<file path="src/inc/flash_id_pkg.sv">
// Constants and types for the identification and discovery-table readout
package flash_id_pkg;

	// Protocol selected by the device configuration
	typedef enum logic [1:0] {
		PROTO_EXTENDED = 2'b00,
		PROTO_DUAL     = 2'b01,
		PROTO_QUAD     = 2'b10
	} proto_t;

	// Link-side sequence states
	typedef enum logic [2:0] {
		ST_IDLE   = 3'b000,
		ST_CMD    = 3'b001,
		ST_ADDR   = 3'b010,
		ST_DUMMY  = 3'b011,
		ST_DATA   = 3'b100,
		ST_IGNORE = 3'b101
	} state_t;

	// What the byte source streams
	typedef enum logic [1:0] {
		SRC_ID_FULL  = 2'b00,
		SRC_ID_SHORT = 2'b01,
		SRC_TABLE    = 2'b10
	} source_t;

	localparam logic [4:0]  CMD_BITS        = 5'h08;
	localparam logic [4:0]  ADDR_BITS       = 5'h18;
	localparam logic [4:0]  DUMMY_EXT_DUAL  = 5'h08;
	localparam logic [4:0]  DUMMY_QUAD      = 5'h0a;
	localparam logic [3:0]  BYTE_BITS       = 4'h8;
	localparam int          TABLE_AW        = 11;       // 2048-byte table space
	localparam logic [10:0] ID_SHORT_LAST   = 11'h002;  // Manufacturer and two device bytes
	localparam logic [10:0] ID_FULL_LAST    = 11'h013;  // Plus 17-byte unique ID
	localparam logic [10:0] ID_UID_BASE     = 11'h003;
	localparam logic [10:0] ID_FACTORY_BASE = 11'h006;
	localparam logic [7:0]  UID_LENGTH      = 8'h10;

	// First extended ID byte fields
	localparam int         EXT_PROTECT_POS = 5;
	localparam int         EXT_EXEC_POS    = 4;
	localparam int         EXT_PIN_POS     = 3;
	localparam int         EXT_ADDR_POS    = 2;
	localparam logic       EXT_PROTECT_STD = 1'b0;
	localparam logic       EXT_ADDR_BYTE   = 1'b0;
	localparam logic [1:0] EXT_ARCH_UNIF   = 2'b00;

	// Table header, bytes 00h to 0Fh
	localparam logic [7:0] TABLE_HEADER [0:15] = '{
		8'h53, 8'h46, 8'h44, 8'h50,  // Signature
		8'h00, 8'h01,                // Minor, major revision
		8'h00, 8'hff,                // Header count, unused
		8'h00, 8'h00, 8'h01,         // Parameter ID, minor, major
		8'h09,                       // Length in double words
		8'h30, 8'h00, 8'h00,         // Table pointer
		8'hff                        // Unused
	};
	localparam logic [10:0] TABLE_PARAM_BASE = 11'h030;
	localparam logic [10:0] TABLE_PARAM_LAST = 11'h033;
	localparam logic [7:0]  TABLE_FILL       = 8'hff;

	// Byte 30h fields
	localparam logic [1:0] P30_ERASE_SIZE = 2'b01;
	localparam logic       P30_WR_GRAN    = 1'b1;
	localparam logic       P30_WE_REQ     = 1'b0;
	localparam logic       P30_WE_SEL     = 1'b0;
	localparam logic [2:0] P30_UNUSED     = 3'b111;
	// Byte 32h fields, then reserved byte 33h
	localparam logic       P32_FR_112     = 1'b1;
	localparam logic [1:0] P32_ADDR_BYTES = 2'b00;
	localparam logic       P32_DTR        = 1'b0;
	localparam logic       P32_FR_122     = 1'b1;
	localparam logic       P32_FR_144     = 1'b1;
	localparam logic       P32_FR_114     = 1'b1;
	localparam logic       P32_UNUSED     = 1'b1;
	localparam logic [7:0] P33_RESERVED   = 8'hff;

endpackage : flash_id_pkg

</file>
<file path="src/rtl/byte_fifo.sv">
// Small synchronous FIFO with valid/ready on both sides and a flush
`timescale 1ns/10ps
`default_nettype none
module byte_fifo #(
	parameter int WIDTH = 8,
	parameter int DEPTH = 4
) (
	input  wire logic             clk,
	input  wire logic             rst,
	input  wire logic             flush,
	input  wire logic             in_valid,
	output logic                  in_ready,
	input  wire logic [WIDTH-1:0] in_data,
	output logic                  out_valid,
	input  wire logic             out_ready,
	output logic      [WIDTH-1:0] out_data
);
	localparam int AW = (DEPTH > 1) ? $clog2(DEPTH) : 1;

	logic [WIDTH-1:0] mem [0:DEPTH-1];
	logic [AW-1:0]    wr_ptr_reg;
	logic [AW-1:0]    rd_ptr_reg;
	logic [AW:0]      count_reg;
	logic             push;
	logic             pop;

	// Honest full and empty straight from the occupancy count
	assign in_ready  = (count_reg != (AW + 1)'(DEPTH)) && !flush;
	assign out_valid = (count_reg != '0) && !flush;
	assign out_data  = mem[rd_ptr_reg];
	assign push      = in_valid && in_ready;
	assign pop       = out_valid && out_ready;

	// Storage has no reset; only the pointers and the count decide what is valid
	always_ff @(posedge clk)
	begin
		if (push)
			mem[wr_ptr_reg] <= in_data;
	end

	// Pointers wrap at DEPTH, which need not be a power of two
	always_ff @(posedge clk or posedge rst)
	begin
		if (rst)
		begin
			wr_ptr_reg <= '0;
			rd_ptr_reg <= '0;
			count_reg  <= '0;
		end
		else if (flush)
		begin
			wr_ptr_reg <= '0;
			rd_ptr_reg <= '0;
			count_reg  <= '0;
		end
		else
		begin
			if (push)
				wr_ptr_reg <= (wr_ptr_reg == AW'(DEPTH - 1)) ? '0 : wr_ptr_reg + 1'b1;
			if (pop)
				rd_ptr_reg <= (rd_ptr_reg == AW'(DEPTH - 1)) ? '0 : rd_ptr_reg + 1'b1;
			if (push && !pop)
				count_reg <= count_reg + 1'b1;
			else if (pop && !push)
				count_reg <= count_reg - 1'b1;
		end
	end
endmodule : byte_fifo
`default_nettype wire

</file>
<file path="src/rtl/flash_id_readout.sv">
// Identification and discovery-table readout behind the serial flash pins
`timescale 1ns/10ps
`default_nettype none
module flash_id_readout #(
	parameter logic [7:0]   CMD_ID_READ        = 8'h9f,
	parameter logic [7:0]   CMD_MULTI_ID_READ  = 8'haf,
	parameter logic [7:0]   CMD_DISCOVERY_READ = 8'h5a,
	parameter logic [7:0]   MANUFACTURER_CODE  = 8'hc5,   // Arbitrary value
	parameter logic [7:0]   MEMORY_TYPE_CODE   = 8'h3c,   // Arbitrary value
	parameter logic [7:0]   MEMORY_CAP_CODE    = 8'h47,   // Arbitrary value
	parameter logic         EXEC_IN_PLACE_NOT_REQUIRED = 1'b1,
	parameter logic         PIN_IS_RESET       = 1'b0,
	parameter logic [7:0]   EXT_ID_SECOND      = 8'h00,
	parameter logic [111:0] FACTORY_DATA       = 112'h0,
	parameter logic [7:0]   ERASE_4K_CODE      = 8'h21,   // Arbitrary value
	parameter int           FIFO_DEPTH         = 4
) (
	input  wire logic                   clk,
	input  wire logic                   rst,
	input  wire logic                   sclk,
	input  wire logic                   chip_select_n,
	input  wire logic             [3:0] data_lines_i,
	output logic                  [3:0] data_lines_o,
	output logic                  [3:0] data_lines_oe,
	input  wire flash_id_pkg::proto_t   protocol,
	input  wire logic                   erase_program_busy
);
	// Pin synchronisers; the first stage feeds only the second
	logic       sclk_s1_reg, sclk_s2_reg, sclk_s3_reg;
	logic       cs_s1_reg, cs_s2_reg;
	logic [3:0] dq_s1_reg, dq_s2_reg;
	logic       rise;
	logic       fall;

	flash_id_pkg::state_t  state_reg;
	flash_id_pkg::source_t src_reg;
	logic [7:0]  cmd_sh_reg;
	logic [7:0]  cmd_next;
	logic [23:0] addr_reg;
	logic [23:0] addr_next;
	logic [4:0]  bit_cnt_reg;
	logic [4:0]  bit_cnt_next;
	logic [4:0]  dummy_len;
	logic [2:0]  lanes;
	logic        start;
	logic [10:0] start_idx;
	flash_id_pkg::source_t start_src;

	logic [10:0] gen_idx_reg;
	logic        gen_run_reg;
	logic [7:0]  gen_byte;
	logic [7:0]  ext_first;
	logic        fifo_in_ready;
	logic        fifo_out_valid;
	logic        fifo_pop;
	logic [7:0]  fifo_out_data;
	logic        flush;

	logic [2:0]  out_w_reg;
	logic        out_line1_reg;
	logic [7:0]  out_sh_reg;
	logic [3:0]  bits_left_reg;
	logic [7:0]  out_word;
	logic [3:0]  out_val;

	// Two flops on every pin; sclk gets a third for edge finding
	always_ff @(posedge clk or posedge rst)
	begin
		if (rst)
		begin
			sclk_s1_reg <= 1'b0;
			sclk_s2_reg <= 1'b0;
			sclk_s3_reg <= 1'b0;
			cs_s1_reg   <= 1'b1;
			cs_s2_reg   <= 1'b1;
			dq_s1_reg   <= 4'h0;
			dq_s2_reg   <= 4'h0;
		end
		else
		begin
			sclk_s1_reg <= sclk;
			sclk_s2_reg <= sclk_s1_reg;
			sclk_s3_reg <= sclk_s2_reg;
			cs_s1_reg   <= chip_select_n;
			cs_s2_reg   <= cs_s1_reg;
			dq_s1_reg   <= data_lines_i;
			dq_s2_reg   <= dq_s1_reg;
		end
	end

	// Data and sclk share the same delay, so sampling stays aligned
	assign rise  = sclk_s2_reg && !sclk_s3_reg;
	assign fall  = !sclk_s2_reg && sclk_s3_reg;
	assign flush = cs_s2_reg;

	// Bits taken per rising edge follow the protocol
	always_comb
	begin
		case (protocol)
			flash_id_pkg::PROTO_QUAD:
			begin
				lanes     = 3'h4;
				dummy_len = flash_id_pkg::DUMMY_QUAD;
				cmd_next  = {cmd_sh_reg[3:0], dq_s2_reg};
				addr_next = {addr_reg[19:0], dq_s2_reg};
			end
			flash_id_pkg::PROTO_DUAL:
			begin
				lanes     = 3'h2;
				dummy_len = flash_id_pkg::DUMMY_EXT_DUAL;
				cmd_next  = {cmd_sh_reg[5:0], dq_s2_reg[1:0]};
				addr_next = {addr_reg[21:0], dq_s2_reg[1:0]};
			end
			default:
			begin
				lanes     = 3'h1;
				dummy_len = flash_id_pkg::DUMMY_EXT_DUAL;
				cmd_next  = {cmd_sh_reg[6:0], dq_s2_reg[0]};
				addr_next = {addr_reg[22:0], dq_s2_reg[0]};
			end
		endcase
		bit_cnt_next = bit_cnt_reg + {2'b00, lanes};
	end

	// Link sequence; every step from command to data or ignore happens on a sampled rising edge, deselect returns to idle at once
	always_ff @(posedge clk or posedge rst)
	begin
		if (rst)
		begin
			state_reg   <= flash_id_pkg::ST_IDLE;
			cmd_sh_reg  <= 8'h00;
			addr_reg    <= 24'h000000;
			bit_cnt_reg <= 5'h00;
		end
		else if (cs_s2_reg)
		begin
			state_reg   <= flash_id_pkg::ST_IDLE;
			bit_cnt_reg <= 5'h00;
		end
		else
		begin
			case (state_reg)
				flash_id_pkg::ST_IDLE:
				begin
					state_reg   <= flash_id_pkg::ST_CMD;
					bit_cnt_reg <= 5'h00;
				end
				flash_id_pkg::ST_CMD:
				begin
					if (rise)
					begin
						cmd_sh_reg  <= cmd_next;
						bit_cnt_reg <= bit_cnt_next;
						if (bit_cnt_next == flash_id_pkg::CMD_BITS)
						begin
							bit_cnt_reg <= 5'h00;
							// A busy array leaves the code undecoded
							if (erase_program_busy)
								state_reg <= flash_id_pkg::ST_IGNORE;
							else if (cmd_next == CMD_ID_READ && protocol == flash_id_pkg::PROTO_EXTENDED)
								state_reg <= flash_id_pkg::ST_DATA;
							else if (cmd_next == CMD_MULTI_ID_READ && protocol != flash_id_pkg::PROTO_EXTENDED)
								state_reg <= flash_id_pkg::ST_DATA;
							else if (cmd_next == CMD_DISCOVERY_READ)
								state_reg <= flash_id_pkg::ST_ADDR;
							else
								state_reg <= flash_id_pkg::ST_IGNORE;
						end
					end
				end
				flash_id_pkg::ST_ADDR:
				begin
					if (rise)
					begin
						addr_reg    <= addr_next;
						bit_cnt_reg <= bit_cnt_next;
						if (bit_cnt_next == flash_id_pkg::ADDR_BITS)
						begin
							bit_cnt_reg <= 5'h00;
							state_reg   <= flash_id_pkg::ST_DUMMY;
						end
					end
				end
				flash_id_pkg::ST_DUMMY:
				begin
					if (rise)
					begin
						bit_cnt_reg <= bit_cnt_reg + 5'h01;
						if (bit_cnt_reg + 5'h01 == dummy_len)
							state_reg <= flash_id_pkg::ST_DATA;
					end
				end
				default:
				begin
					// Data and ignore phases hold until chip select rises
					state_reg <= state_reg;
				end
			endcase
		end
	end

	// Start pulse for the byte source, raised as data phase opens
	always_comb
	begin
		start     = 1'b0;
		start_idx = 11'h000;
		start_src = flash_id_pkg::SRC_ID_FULL;
		if (!cs_s2_reg && rise && !erase_program_busy)
		begin
			if (state_reg == flash_id_pkg::ST_CMD && bit_cnt_next == flash_id_pkg::CMD_BITS)
			begin
				if (cmd_next == CMD_ID_READ && protocol == flash_id_pkg::PROTO_EXTENDED)
					start = 1'b1;
				else if (cmd_next == CMD_MULTI_ID_READ && protocol != flash_id_pkg::PROTO_EXTENDED)
				begin
					start     = 1'b1;
					start_src = flash_id_pkg::SRC_ID_SHORT;
				end
			end
			else if (state_reg == flash_id_pkg::ST_DUMMY && bit_cnt_reg + 5'h01 == dummy_len)
			begin
				start     = 1'b1;
				start_src = flash_id_pkg::SRC_TABLE;
				start_idx = addr_reg[10:0];
			end
		end
	end

	// First extended ID byte built from the factory options
	always_comb
	begin
		ext_first = 8'h00;
		ext_first[flash_id_pkg::EXT_PROTECT_POS] = flash_id_pkg::EXT_PROTECT_STD;
		ext_first[flash_id_pkg::EXT_EXEC_POS]    = EXEC_IN_PLACE_NOT_REQUIRED;
		ext_first[flash_id_pkg::EXT_PIN_POS]  = PIN_IS_RESET;
		ext_first[flash_id_pkg::EXT_ADDR_POS] = flash_id_pkg::EXT_ADDR_BYTE;
		ext_first[1:0]                        = flash_id_pkg::EXT_ARCH_UNIF;
	end

	// Byte for the current source index
	always_comb
	begin
		gen_byte = flash_id_pkg::TABLE_FILL;
		if (src_reg == flash_id_pkg::SRC_TABLE)
		begin
			if (gen_idx_reg < 11'h010)
				gen_byte = flash_id_pkg::TABLE_HEADER[gen_idx_reg[3:0]];
			else if (gen_idx_reg == flash_id_pkg::TABLE_PARAM_BASE)
				gen_byte = {flash_id_pkg::P30_UNUSED, flash_id_pkg::P30_WE_SEL, flash_id_pkg::P30_WE_REQ,
					flash_id_pkg::P30_WR_GRAN, flash_id_pkg::P30_ERASE_SIZE};
			else if (gen_idx_reg == flash_id_pkg::TABLE_PARAM_BASE + 11'h001)
				gen_byte = ERASE_4K_CODE;
			else if (gen_idx_reg == flash_id_pkg::TABLE_PARAM_BASE + 11'h002)
				gen_byte = {flash_id_pkg::P32_UNUSED, flash_id_pkg::P32_FR_114, flash_id_pkg::P32_FR_144,
					flash_id_pkg::P32_FR_122, flash_id_pkg::P32_DTR, flash_id_pkg::P32_ADDR_BYTES,
					flash_id_pkg::P32_FR_112};
			else if (gen_idx_reg == flash_id_pkg::TABLE_PARAM_LAST)
				gen_byte = flash_id_pkg::P33_RESERVED;
			else
				gen_byte = flash_id_pkg::TABLE_FILL;
		end
		else if (gen_idx_reg == 11'h000)
			gen_byte = MANUFACTURER_CODE;
		else if (gen_idx_reg == 11'h001)
			gen_byte = MEMORY_TYPE_CODE;
		else if (gen_idx_reg == 11'h002)
			gen_byte = MEMORY_CAP_CODE;
		else if (gen_idx_reg == flash_id_pkg::ID_UID_BASE)
			gen_byte = flash_id_pkg::UID_LENGTH;
		else if (gen_idx_reg == flash_id_pkg::ID_UID_BASE + 11'h001)
			gen_byte = ext_first;
		else if (gen_idx_reg == flash_id_pkg::ID_UID_BASE + 11'h002)
			gen_byte = EXT_ID_SECOND;
		else
			gen_byte = FACTORY_DATA[8'(111 - 8 * (gen_idx_reg - flash_id_pkg::ID_FACTORY_BASE)) -: 8];
	end

	// Byte source; stalls on a full FIFO, so pace follows the link
	always_ff @(posedge clk or posedge rst)
	begin
		if (rst)
		begin
			gen_idx_reg <= 11'h000;
			gen_run_reg <= 1'b0;
			src_reg     <= flash_id_pkg::SRC_ID_FULL;
		end
		else if (cs_s2_reg)
			gen_run_reg <= 1'b0;
		else if (start)
		begin
			gen_idx_reg <= start_idx;
			gen_run_reg <= 1'b1;
			src_reg     <= start_src;
		end
		else if (gen_run_reg && fifo_in_ready)
		begin
			// Table index is 11 bits wide and simply rolls over
			gen_idx_reg <= gen_idx_reg + 11'h001;
			if (src_reg == flash_id_pkg::SRC_ID_SHORT && gen_idx_reg == flash_id_pkg::ID_SHORT_LAST)
				gen_run_reg <= 1'b0;
			else if (src_reg == flash_id_pkg::SRC_ID_FULL && gen_idx_reg == flash_id_pkg::ID_FULL_LAST)
				gen_run_reg <= 1'b0;
		end
	end

	byte_fifo #(
		.WIDTH (8),
		.DEPTH (FIFO_DEPTH)
	) u_fifo (
		.clk       (clk),
		.rst       (rst),
		.flush     (flush),
		.in_valid  (gen_run_reg),
		.in_ready  (fifo_in_ready),
		.in_data   (gen_byte),
		.out_valid (fifo_out_valid),
		.out_ready (fifo_pop),
		.out_data  (fifo_out_data)
	);

	// A new byte is taken only at a byte boundary on a falling edge
	assign fifo_pop = fall && (state_reg == flash_id_pkg::ST_DATA) && !cs_s2_reg && (bits_left_reg == 4'h0);
	assign out_word = (bits_left_reg == 4'h0) ? fifo_out_data : out_sh_reg;

	// Lane placement of the top bits, MSB first
	always_comb
	begin
		out_val = 4'h0;
		case (out_w_reg)
			3'h4: out_val = out_word[7:4];
			3'h2: out_val = {2'b00, out_word[7:6]};
			default:
			begin
				if (out_line1_reg)
					out_val = {2'b00, out_word[7], 1'b0};
				else
					out_val = {3'b000, out_word[7]};
			end
		endcase
	end

	// Output width chosen once per command
	always_ff @(posedge clk or posedge rst)
	begin
		if (rst)
		begin
			out_w_reg     <= 3'h1;
			out_line1_reg <= 1'b0;
		end
		else if (start)
		begin
			if (start_src == flash_id_pkg::SRC_ID_FULL)
			begin
				out_w_reg     <= 3'h1;
				out_line1_reg <= 1'b0;
			end
			else if (start_src == flash_id_pkg::SRC_ID_SHORT)
			begin
				out_w_reg     <= 3'h2;
				out_line1_reg <= 1'b0;
			end
			else
			begin
				out_w_reg     <= lanes;
				out_line1_reg <= (protocol == flash_id_pkg::PROTO_EXTENDED);
			end
		end
	end

	// Output shifter on falling edges; stream end releases the lines
	always_ff @(posedge clk or posedge rst)
	begin
		if (rst)
		begin
			out_sh_reg    <= 8'h00;
			bits_left_reg <= 4'h0;
			data_lines_o  <= 4'h0;
			data_lines_oe <= 4'h0;
		end
		else if (cs_s2_reg || state_reg != flash_id_pkg::ST_DATA)
		begin
			bits_left_reg <= 4'h0;
			data_lines_oe <= 4'h0;
		end
		else if (fall)
		begin
			if (bits_left_reg == 4'h0 && !fifo_out_valid)
				data_lines_oe <= 4'h0;
			else
			begin
				data_lines_o  <= out_val;
				data_lines_oe <= (out_w_reg == 3'h4) ? 4'hf : (out_w_reg == 3'h2) ? 4'h3 :
					(out_line1_reg ? 4'h2 : 4'h1);
				out_sh_reg    <= out_word << out_w_reg;
				bits_left_reg <= ((bits_left_reg == 4'h0) ? flash_id_pkg::BYTE_BITS : bits_left_reg)
					- {1'b0, out_w_reg};
			end
		end
	end
endmodule : flash_id_readout
`default_nettype wire

</file>
<file path="config.mk">
export PLATFORM = sky130hd
export DESIGN_NAME = flash_id_readout
export DESIGN_NICKNAME = d
export VERILOG_FILES = /design/src/inc/flash_id_pkg.sv /design/src/rtl/byte_fifo.sv /design/src/rtl/flash_id_readout.sv
export SDC_FILE = /design/constraint.sdc
export NUM_CORES = 1
export LEC_CHECK = 0
export BUFFER_PORTS_ARGS = -buffer_cell sky130_fd_sc_hd__buf_4
export CORE_MARGIN = 2
export CORE_UTILIZATION = 50
export CTS_BUF_LIST = sky130_fd_sc_hd__clkbuf_4
export CTS_CLUSTER_DIAMETER = 60
export DETAILED_ROUTE_END_ITERATION = 16
export PLACE_DENSITY = 0.75
export SETUP_SLACK_MARGIN = 0.4
export SLEW_MARGIN = 40
export SYNTH_ARGS = -nofsm -noshare
export SYNTH_HDL_FRONTEND = slang
export SYNTH_HIERARCHICAL = 1
export SYNTH_SLANG_ARGS = --single-unit
</file>
<file path="constraint.sdc">
create_clock -name clk -period 2.9 [get_ports clk]
set_input_delay 0 -clock clk [delete_from_list [all_inputs] [get_ports clk]]
set_output_delay 0 -clock clk [all_outputs]
set_load 0.005 [all_outputs]
</file>
; After elaboration in Yosys (flattened, before gate mapping)
; Memory sizes are Yosys's and may differ from the RTL's.
; Cells that the tools add are included.
[classes]
n_lt_le_gt_ge = 2
add_sub_neg = 10
n_reduce_logical = 53
n_eq_ne = 37
shift = 2
n_bitwise = 4
mux = 84
[op_table]
columns = operator, count
row1 = $shiftx A119 B9 Y8 const A, 1
row2 = $mux W8, 13
row3 = $mux W11, 5
row4 = $mux W3, 16
row5 = $mux W4, 9
row6 = $eq A11 B6 Y1 const B, 3
row7 = $mux W5, 6
row8 = $mux W2, 13
row9 = $ne A3 B3 Y1 const B, 8
row10 = $eq A11 B2 Y1 const B, 2
row11 = $eq A11 B3 Y1 const B, 2
row12 = $pmux W11 S2, 1
row13 = $logic_and A1 B1 Y1, 20
row14 = $pmux W5 S4, 1
row15 = $eq A8 B8 Y1 const B, 2
row16 = $mux W1, 16
row17 = $pmux W8 S2, 1
row18 = $pmux W3 S4, 1
row19 = $add A11 B1 Y11 const B, 1
row20 = $eq A11 B1 Y1 const B, 1
row21 = $eq A11 B5 Y1 const B, 1
row22 = $logic_not A11 Y1, 1
row23 = $lt A11 B5 Y1 const B, 1
row24 = $reduce_bool A2 Y1, 5
row25 = 36 further kinds, 62
[word_totals]
mem_bits_ro = 128
word_cells = 217
inputBits = 11
regBits = 84
memories = 2
output_inout_bits = 8
mem_bits_rw = 32
[memory_table]
columns = name, depth, word_bits, read_ports, rd_ports_with_merged_regs, write_ports, line
row1 = (name not given), 16, 8, 1, 0, 0, flash_id_readout.sv:247  ; gen_byte = flash_id_pkg::TABLE_HEADER[gen_idx_reg[3:0]];
row2 = u_fifo.mem, 4, 8, 1, 0, 1, byte_fifo.sv:20  ; logic [WIDTH-1:0] mem [0:DEPTH-1];

; Depth between registers and ports, before layout
[depth]
word_depth = 11
mapped_depth = 16
ltp_nobuf = 12

; By module
; The synthesis kept the hierarchy.
[by_module_without_submodules]
columns = module, instances, cells_per_inst, area_per_inst_um2, seq_area_each_um2
row1 = flash_id_readout, 1, 569, 4931.0, 1905.6
row2 = byte_fifo, 1, 104, 1705.4, 1136.1

; Least setup slack after synthesis
; No wires, ideal clock.
[synth_timing]
path_kind = in2reg
start = input protocol[0]
end = register gen_idx_reg[0]
setup_slack_ns = -0.750
path_buffers = 3
t_arrival_ns = 3.524
stages = 15
required_time_ns = 2.774
setup_ns = 0.126
cell_sequence = inv_1 ha_1 clkbuf_1 inv_1 clkbuf_1 ha_1 ha_1 a21oi_2 xnor2_1 or3_1 or4b_4 buf_6 or3_4 a31o_1 a221o_1
[synth_via]
elab_chain_len = 10
elab_cells_between_ends = 27
classes_between = add/sub (1) / eq/ne (6) / mux (12) / reduce/logical (8)
[synth_lines]
columns = item, line
row1 = from (decl), flash_id_readout.sv:25  ; input wire flash_id_pkg::proto_t protocol,
row2 = branches (longest 10 deep; another with $add A5 B3 Y5), --
row3 = to (signal assigned), flash_id_readout.sv:291  ; gen_idx_reg <= start_idx;
row4 = to (signal assigned), flash_id_readout.sv:298  ; gen_idx_reg <= gen_idx_reg + 11'h001;
row5 = to (decl), flash_id_readout.sv:49  ; logic [10:0] gen_idx_reg;
; Several ways; the timed one is not identified.
; A chain may end at the register's enable or synchronous reset.

; Worst setup path in the final report
[layout_timing]
start = register bit_cnt_reg[0]
end = register gen_idx_reg[0]
[layout_via]
elab_chain_len = 8
elab_cells_between_ends = 15
classes_between = add/sub (2) / eq/ne (2) / mux (7) / reduce/logical (4)
[layout_lines]
columns = item, line
row1 = from (decl), flash_id_readout.sv:41  ; logic [4:0] bit_cnt_reg;
row2 = from (signal assigned), flash_id_readout.sv:153  ; bit_cnt_reg <= bit_cnt_next;
row3 = from (signal assigned), flash_id_readout.sv:176  ; bit_cnt_reg <= bit_cnt_next;
row4 = from (signal assigned), flash_id_readout.sv:188  ; bit_cnt_reg <= bit_cnt_reg + 5'h01;
row5 = $add A5 B1 Y5, flash_id_readout.sv:220  ; else if (state_reg == flash_id_pkg::ST_DUMMY && bit_cnt_reg + 5'h01 == dummy_len)
row6 = $eq A5 B5 Y1, flash_id_readout.sv:220
row7 = $logic_and A1 B1 Y1, flash_id_readout.sv:220
row8 = $mux W1, flash_id_readout.sv:220
row9 = $mux W1, flash_id_readout.sv:210  ; if (state_reg == flash_id_pkg::ST_CMD && bit_cnt_next == flash_id_pkg::CMD_BITS)
row10 = $mux W1, flash_id_readout.sv:208  ; if (!cs_s2_reg && rise && !erase_program_busy)
row11 = $reduce_bool A2 Y1 (no source line), --
row12 = $reduce_and A2 Y1 (no source line), --
; Parallel ways exist; a longest one is shown, timed or not.

==> results.sh <==
export IMPL_run_status="completed"
export IMPL_critPathCaptureType="flop"
export IMPL_start_util=0.507
export IMPL_fin_worst_skew_ns=0.0139
export IMPL_fp_dieArea_um2=14200
export IMPL_drv_cap=0
export IMPL_syn_nets=709
export IMPL_drtIter0Drc=432
export IMPL_hold_viol=0
export IMPL_seq_area_frac_synth=0.458
export IMPL_antenna_found_initial=1
export IMPL_io_buffers=18
export IMPL_rsz0062_at_grt="yes"
export IMPL_cts_tree="built"
export IMPL_r2r_start="bit_cnt_reg[0]"
export IMPL_gp_congestion=0.902
export IMPL_grt_overflow_total=0
export IMPL_crit_path_max_fanout=5
export IMPL_synth_cells=673
export IMPL_seqPwrFrac=0.468
export IMPL_internal_power_mw=2.83
export IMPL_cpMaxStageDelayCell="or4b_4"
export IMPL_slew_viol_final=0
export IMPL_largest_register_ffs=32
export IMPL_clk_path_buf_depth=2
export IMPL_ios=19
export IMPL_critical_path_class="reg -> reg"
export IMPL_cts_clk_slew_worst_paths_ns=0.10
export IMPL_power_density_nw_per_um2=495
export IMPL_grt_usage=0.231
export IMPL_reg2reg_to="gen_idx_reg[0]"
export IMPL_wl_per_cell_um=16.9
export IMPL_crit_end="gen_idx_reg[0]"
export IMPL_finalWorstPathRequiredPeriod_ns=2.80
export IMPL_post_route_period_util=0.967
export IMPL_peakVddDrop_mv=0.227
export IMPL_layout_common_cells="77 x dfrtp_1, 75 x nand2_1, 60 x nor2_1"
export IMPL_dieHeight_um=119
export IMPL_finalSetupViolations=0
export IMPL_nets=764
export IMPL_pwr_share_comb=0.177
export IMPL_reg2reg_depth=9
export IMPL_synthFlopType="dfrtp_1"
export IMPL_synth_edf_count=32
export IMPL_leakage_nw=3.31
export IMPL_syn_area_per_cell_um2=9.86
export IMPL_path_cells="ha_4 -> ha_4 -> a21oi_4 -> xnor2_2 -> or3_4 -> or4b_4 -> or3_4 -> a31o_1 -> a221o_1"
export IMPL_clock_power_share=0.355
export IMPL_cts_root_buf="clkbuf_4"
export IMPL_switching_share=0.279
export IMPL_tightest_slew_ns=0.681
export IMPL_drive_gt1_frac=0.225
export IMPL_hold_path_class="in -> async"
export IMPL_row_count=42
export IMPL_synthToLayoutAreaGrowth_pct=19.5
export IMPL_switchingPower_mw=1.09
export IMPL_synth_seq_cells=115
export IMPL_critPathMaxStageDelay_ns=0.49
export IMPL_fin_cells=918
export IMPL_core_area_um2=13100
export IMPL_ys_types=73
export IMPL_dp_slack_ns=-0.0251
export IMPL_crit_start="bit_cnt_reg[0]"
export IMPL_routed_wl_um=15500
export IMPL_syn_area_um2=6640
export IMPL_relSlewSlack=0.545
export IMPL_final_common_cell="dfrtp_1"
export IMPL_cp_start_kind="flop"
export IMPL_cp_arrival_ns=3.25
export IMPL_drcViolationCount=0
export IMPL_grt_pass1_wl_um=26000
export IMPL_setup_slack_ns=0.0963
export IMPL_htreeDepth=4
export IMPL_dr_total_vias=5459
export IMPL_numCtsBuffers=17
export IMPL_max_freq_mhz=357
export IMPL_async_flop_share=0.722
export IMPL_ant_nets=0
export IMPL_drt_pass1_iter_count=5
export IMPL_cts_sinks=115
export IMPL_required_ns=3.34
export IMPL_via_per_inst=5.95
export IMPL_dpl_cell_count=864
export IMPL_grt_max_degree=41
export IMPL_clock_latency_ns=0.56
export IMPL_die_w_um=119
export IMPL_grt_pass1_vias=5328
export IMPL_ys_warn_count=6
export IMPL_r2r_slack_ns=0.1
export IMPL_place_detailed_hpwl_um=11100
==> synthesized netlist by cell type (3+ instances only) <==
| cell | number | share of area |
|---|---|---|
| nor3_1 | 20 | 0.015 |
| nor4b_1 | 3 | 0.0040 |
| o21a_1 | 4 | 0.0045 |
| nand3_1 | 17 | 0.013 |
| xor2_1 | 9 | 0.012 |
| inv_1 | 24 | 0.014 |
| and3_1 | 7 | 0.0066 |
| a31oi_1 | 11 | 0.010 |
| mux2_2 | 8 | 0.014 |
| nand2b_1 | 7 | 0.0066 |
| a211oi_1 | 12 | 0.014 |
| clkbuf_1 | 31 | 0.018 |
| a21oi_1 | 34 | 0.026 |
| edfxtp_1 | 32 | 0.14 |
| dfstp_2 | 3 | 0.012 |
| a21o_1 | 6 | 0.0068 |
| buf_6 | 4 | 0.0068 |
| o211ai_1 | 3 | 0.0034 |
| a22oi_1 | 10 | 0.011 |
| mux4_2 | 9 | 0.031 |
| and2_1 | 3 | 0.0028 |
| o22ai_1 | 6 | 0.0057 |
| nor4_1 | 6 | 0.0057 |
| nor2_1 | 61 | 0.035 |
| mux2i_1 | 21 | 0.032 |
| a221oi_1 | 10 | 0.013 |
| ha_1 | 23 | 0.043 |
| nor2b_1 | 12 | 0.011 |
| o21ai_0 | 36 | 0.027 |
| nand2_1 | 75 | 0.042 |
| nand3b_1 | 3 | 0.0034 |
| dfrtp_1 | 80 | 0.30 |
| o31ai_1 | 16 | 0.018 |
| or3_1 | 9 | 0.0085 |
| nand4_1 | 3 | 0.0028 |
| xnor2_1 | 6 | 0.0079 |
| a22o_1 | 5 | 0.0066 |
==> power groups by stage <==
| stage | Clock (mW) | Sequential (mW) | Combinational, mW |
|---|---|---|---|
| floorplan | 0 | 1.83 | 0.462 |
| global placement | 0 | 1.86 | 0.580 |
| detailed placement | 0 | 1.87 | 0.605 |
| CTS | 1.43 | 1.83 | 0.655 |
| global route | 1.50 | 1.85 | 0.760 |
| finish | 1.40 | 1.84 | 0.695 |
==> per-layer routing <==
metal / vias up / routed length [um] / part of all wire / global-route usage
met5: - / 0 / 0 / 0
li1: 2595 / - / - / -
met3: 35 / 872 / 0.056 / 0.0522
met4: 0 / 334 / 0.022 / 0.0915
met2: 188 / 7610 / 0.49 / 0.383
met1: 2641 / 6660 / 0.43 / 0.295
==> critical path, delay by kind of cell, from the launching register on <==
| kind | cells | cell delay [ns] |
|---|---|---|
| adder cells (fa/ha/maj) | 2 | 0.36 |
| AO/OA/AOI/OAI | 3 | 0.62 |
| XOR/XNOR | 1 | 0.08 |
| flip-flops | 1 | 0.42 |
| AND/OR/NAND/NOR | 3 | 1.21 |
==> how the worst min path moves through the flow <==
stage | startpoint | to | slack [ns] | depth (start not counted)
after global routing | sclk | sclk_s1_reg | 0.04 | 2
after global placement | rst | u_fifo/count_reg[0] | -0.02 | 2
after CTS | sclk | sclk_s1_reg | 0.05 | 2
after floorplan | rst | u_fifo/count_reg[0] | -0.20 | 1
final | rst | sclk_s2_reg | 0.09 | 3
after detailed placement | rst | u_fifo/wr_ptr_reg[0] | -0.01 | 2
==> layout make-up <==
cell class	count	area, um2
Timing Repair Buffer	76	642
Inverter	25	115
Multi-Input combinational cell	493	3570
Clock inverter	12	186
Clock buffer	20	150
Fill cell	1042	5160
Antenna cell	1	2.50
Sequential cell	115	3050
Tap cell	176	220
==> through the flow <==
stage	util	hold WS (ns)	TNS [ns]	total power, mW	instance area [um2]
after floorplan	-	-0.197	-0.819	2.29	6780
after global placement	0.552	-0.0194	0	2.44	7220
after detailed placement	0.552	-0.0120	-0.0429	2.47	7220
after CTS	0.599	0.0461	0	3.91	7840
after global routing	0.606	0.0351	0	4.11	7930
final	0.606	0.0880	0	3.93	7930
==> kinds of logic (layout without fill, tap and decap cells) <==
kind of cell             after synthesis  in the layout  share of synthesized area
AO/OA/AOI/OAI                        174            174                      0.176
adder cells (fa/ha/maj)               25             25                     0.0494
multiplexers                          38             38                     0.0758
flip-flops                           115            115                      0.458
other                                  0              1                          0
buffers and inverters                 65            133                     0.0422
AND/OR/NAND/NOR                      241            241                      0.178
XOR/XNOR                              15             15                     0.0198
==> repair_timing <==
item,in CTS,in global routing
buffers inserted,6,4
gates resized for setup,24,11
hold buffers,11,0
endpoints found under the setup margin,25,30
hold endpoints to repair,52,0
pin swaps,13,9
gates cloned,0,0
Power figures use the tool's default switching activity.
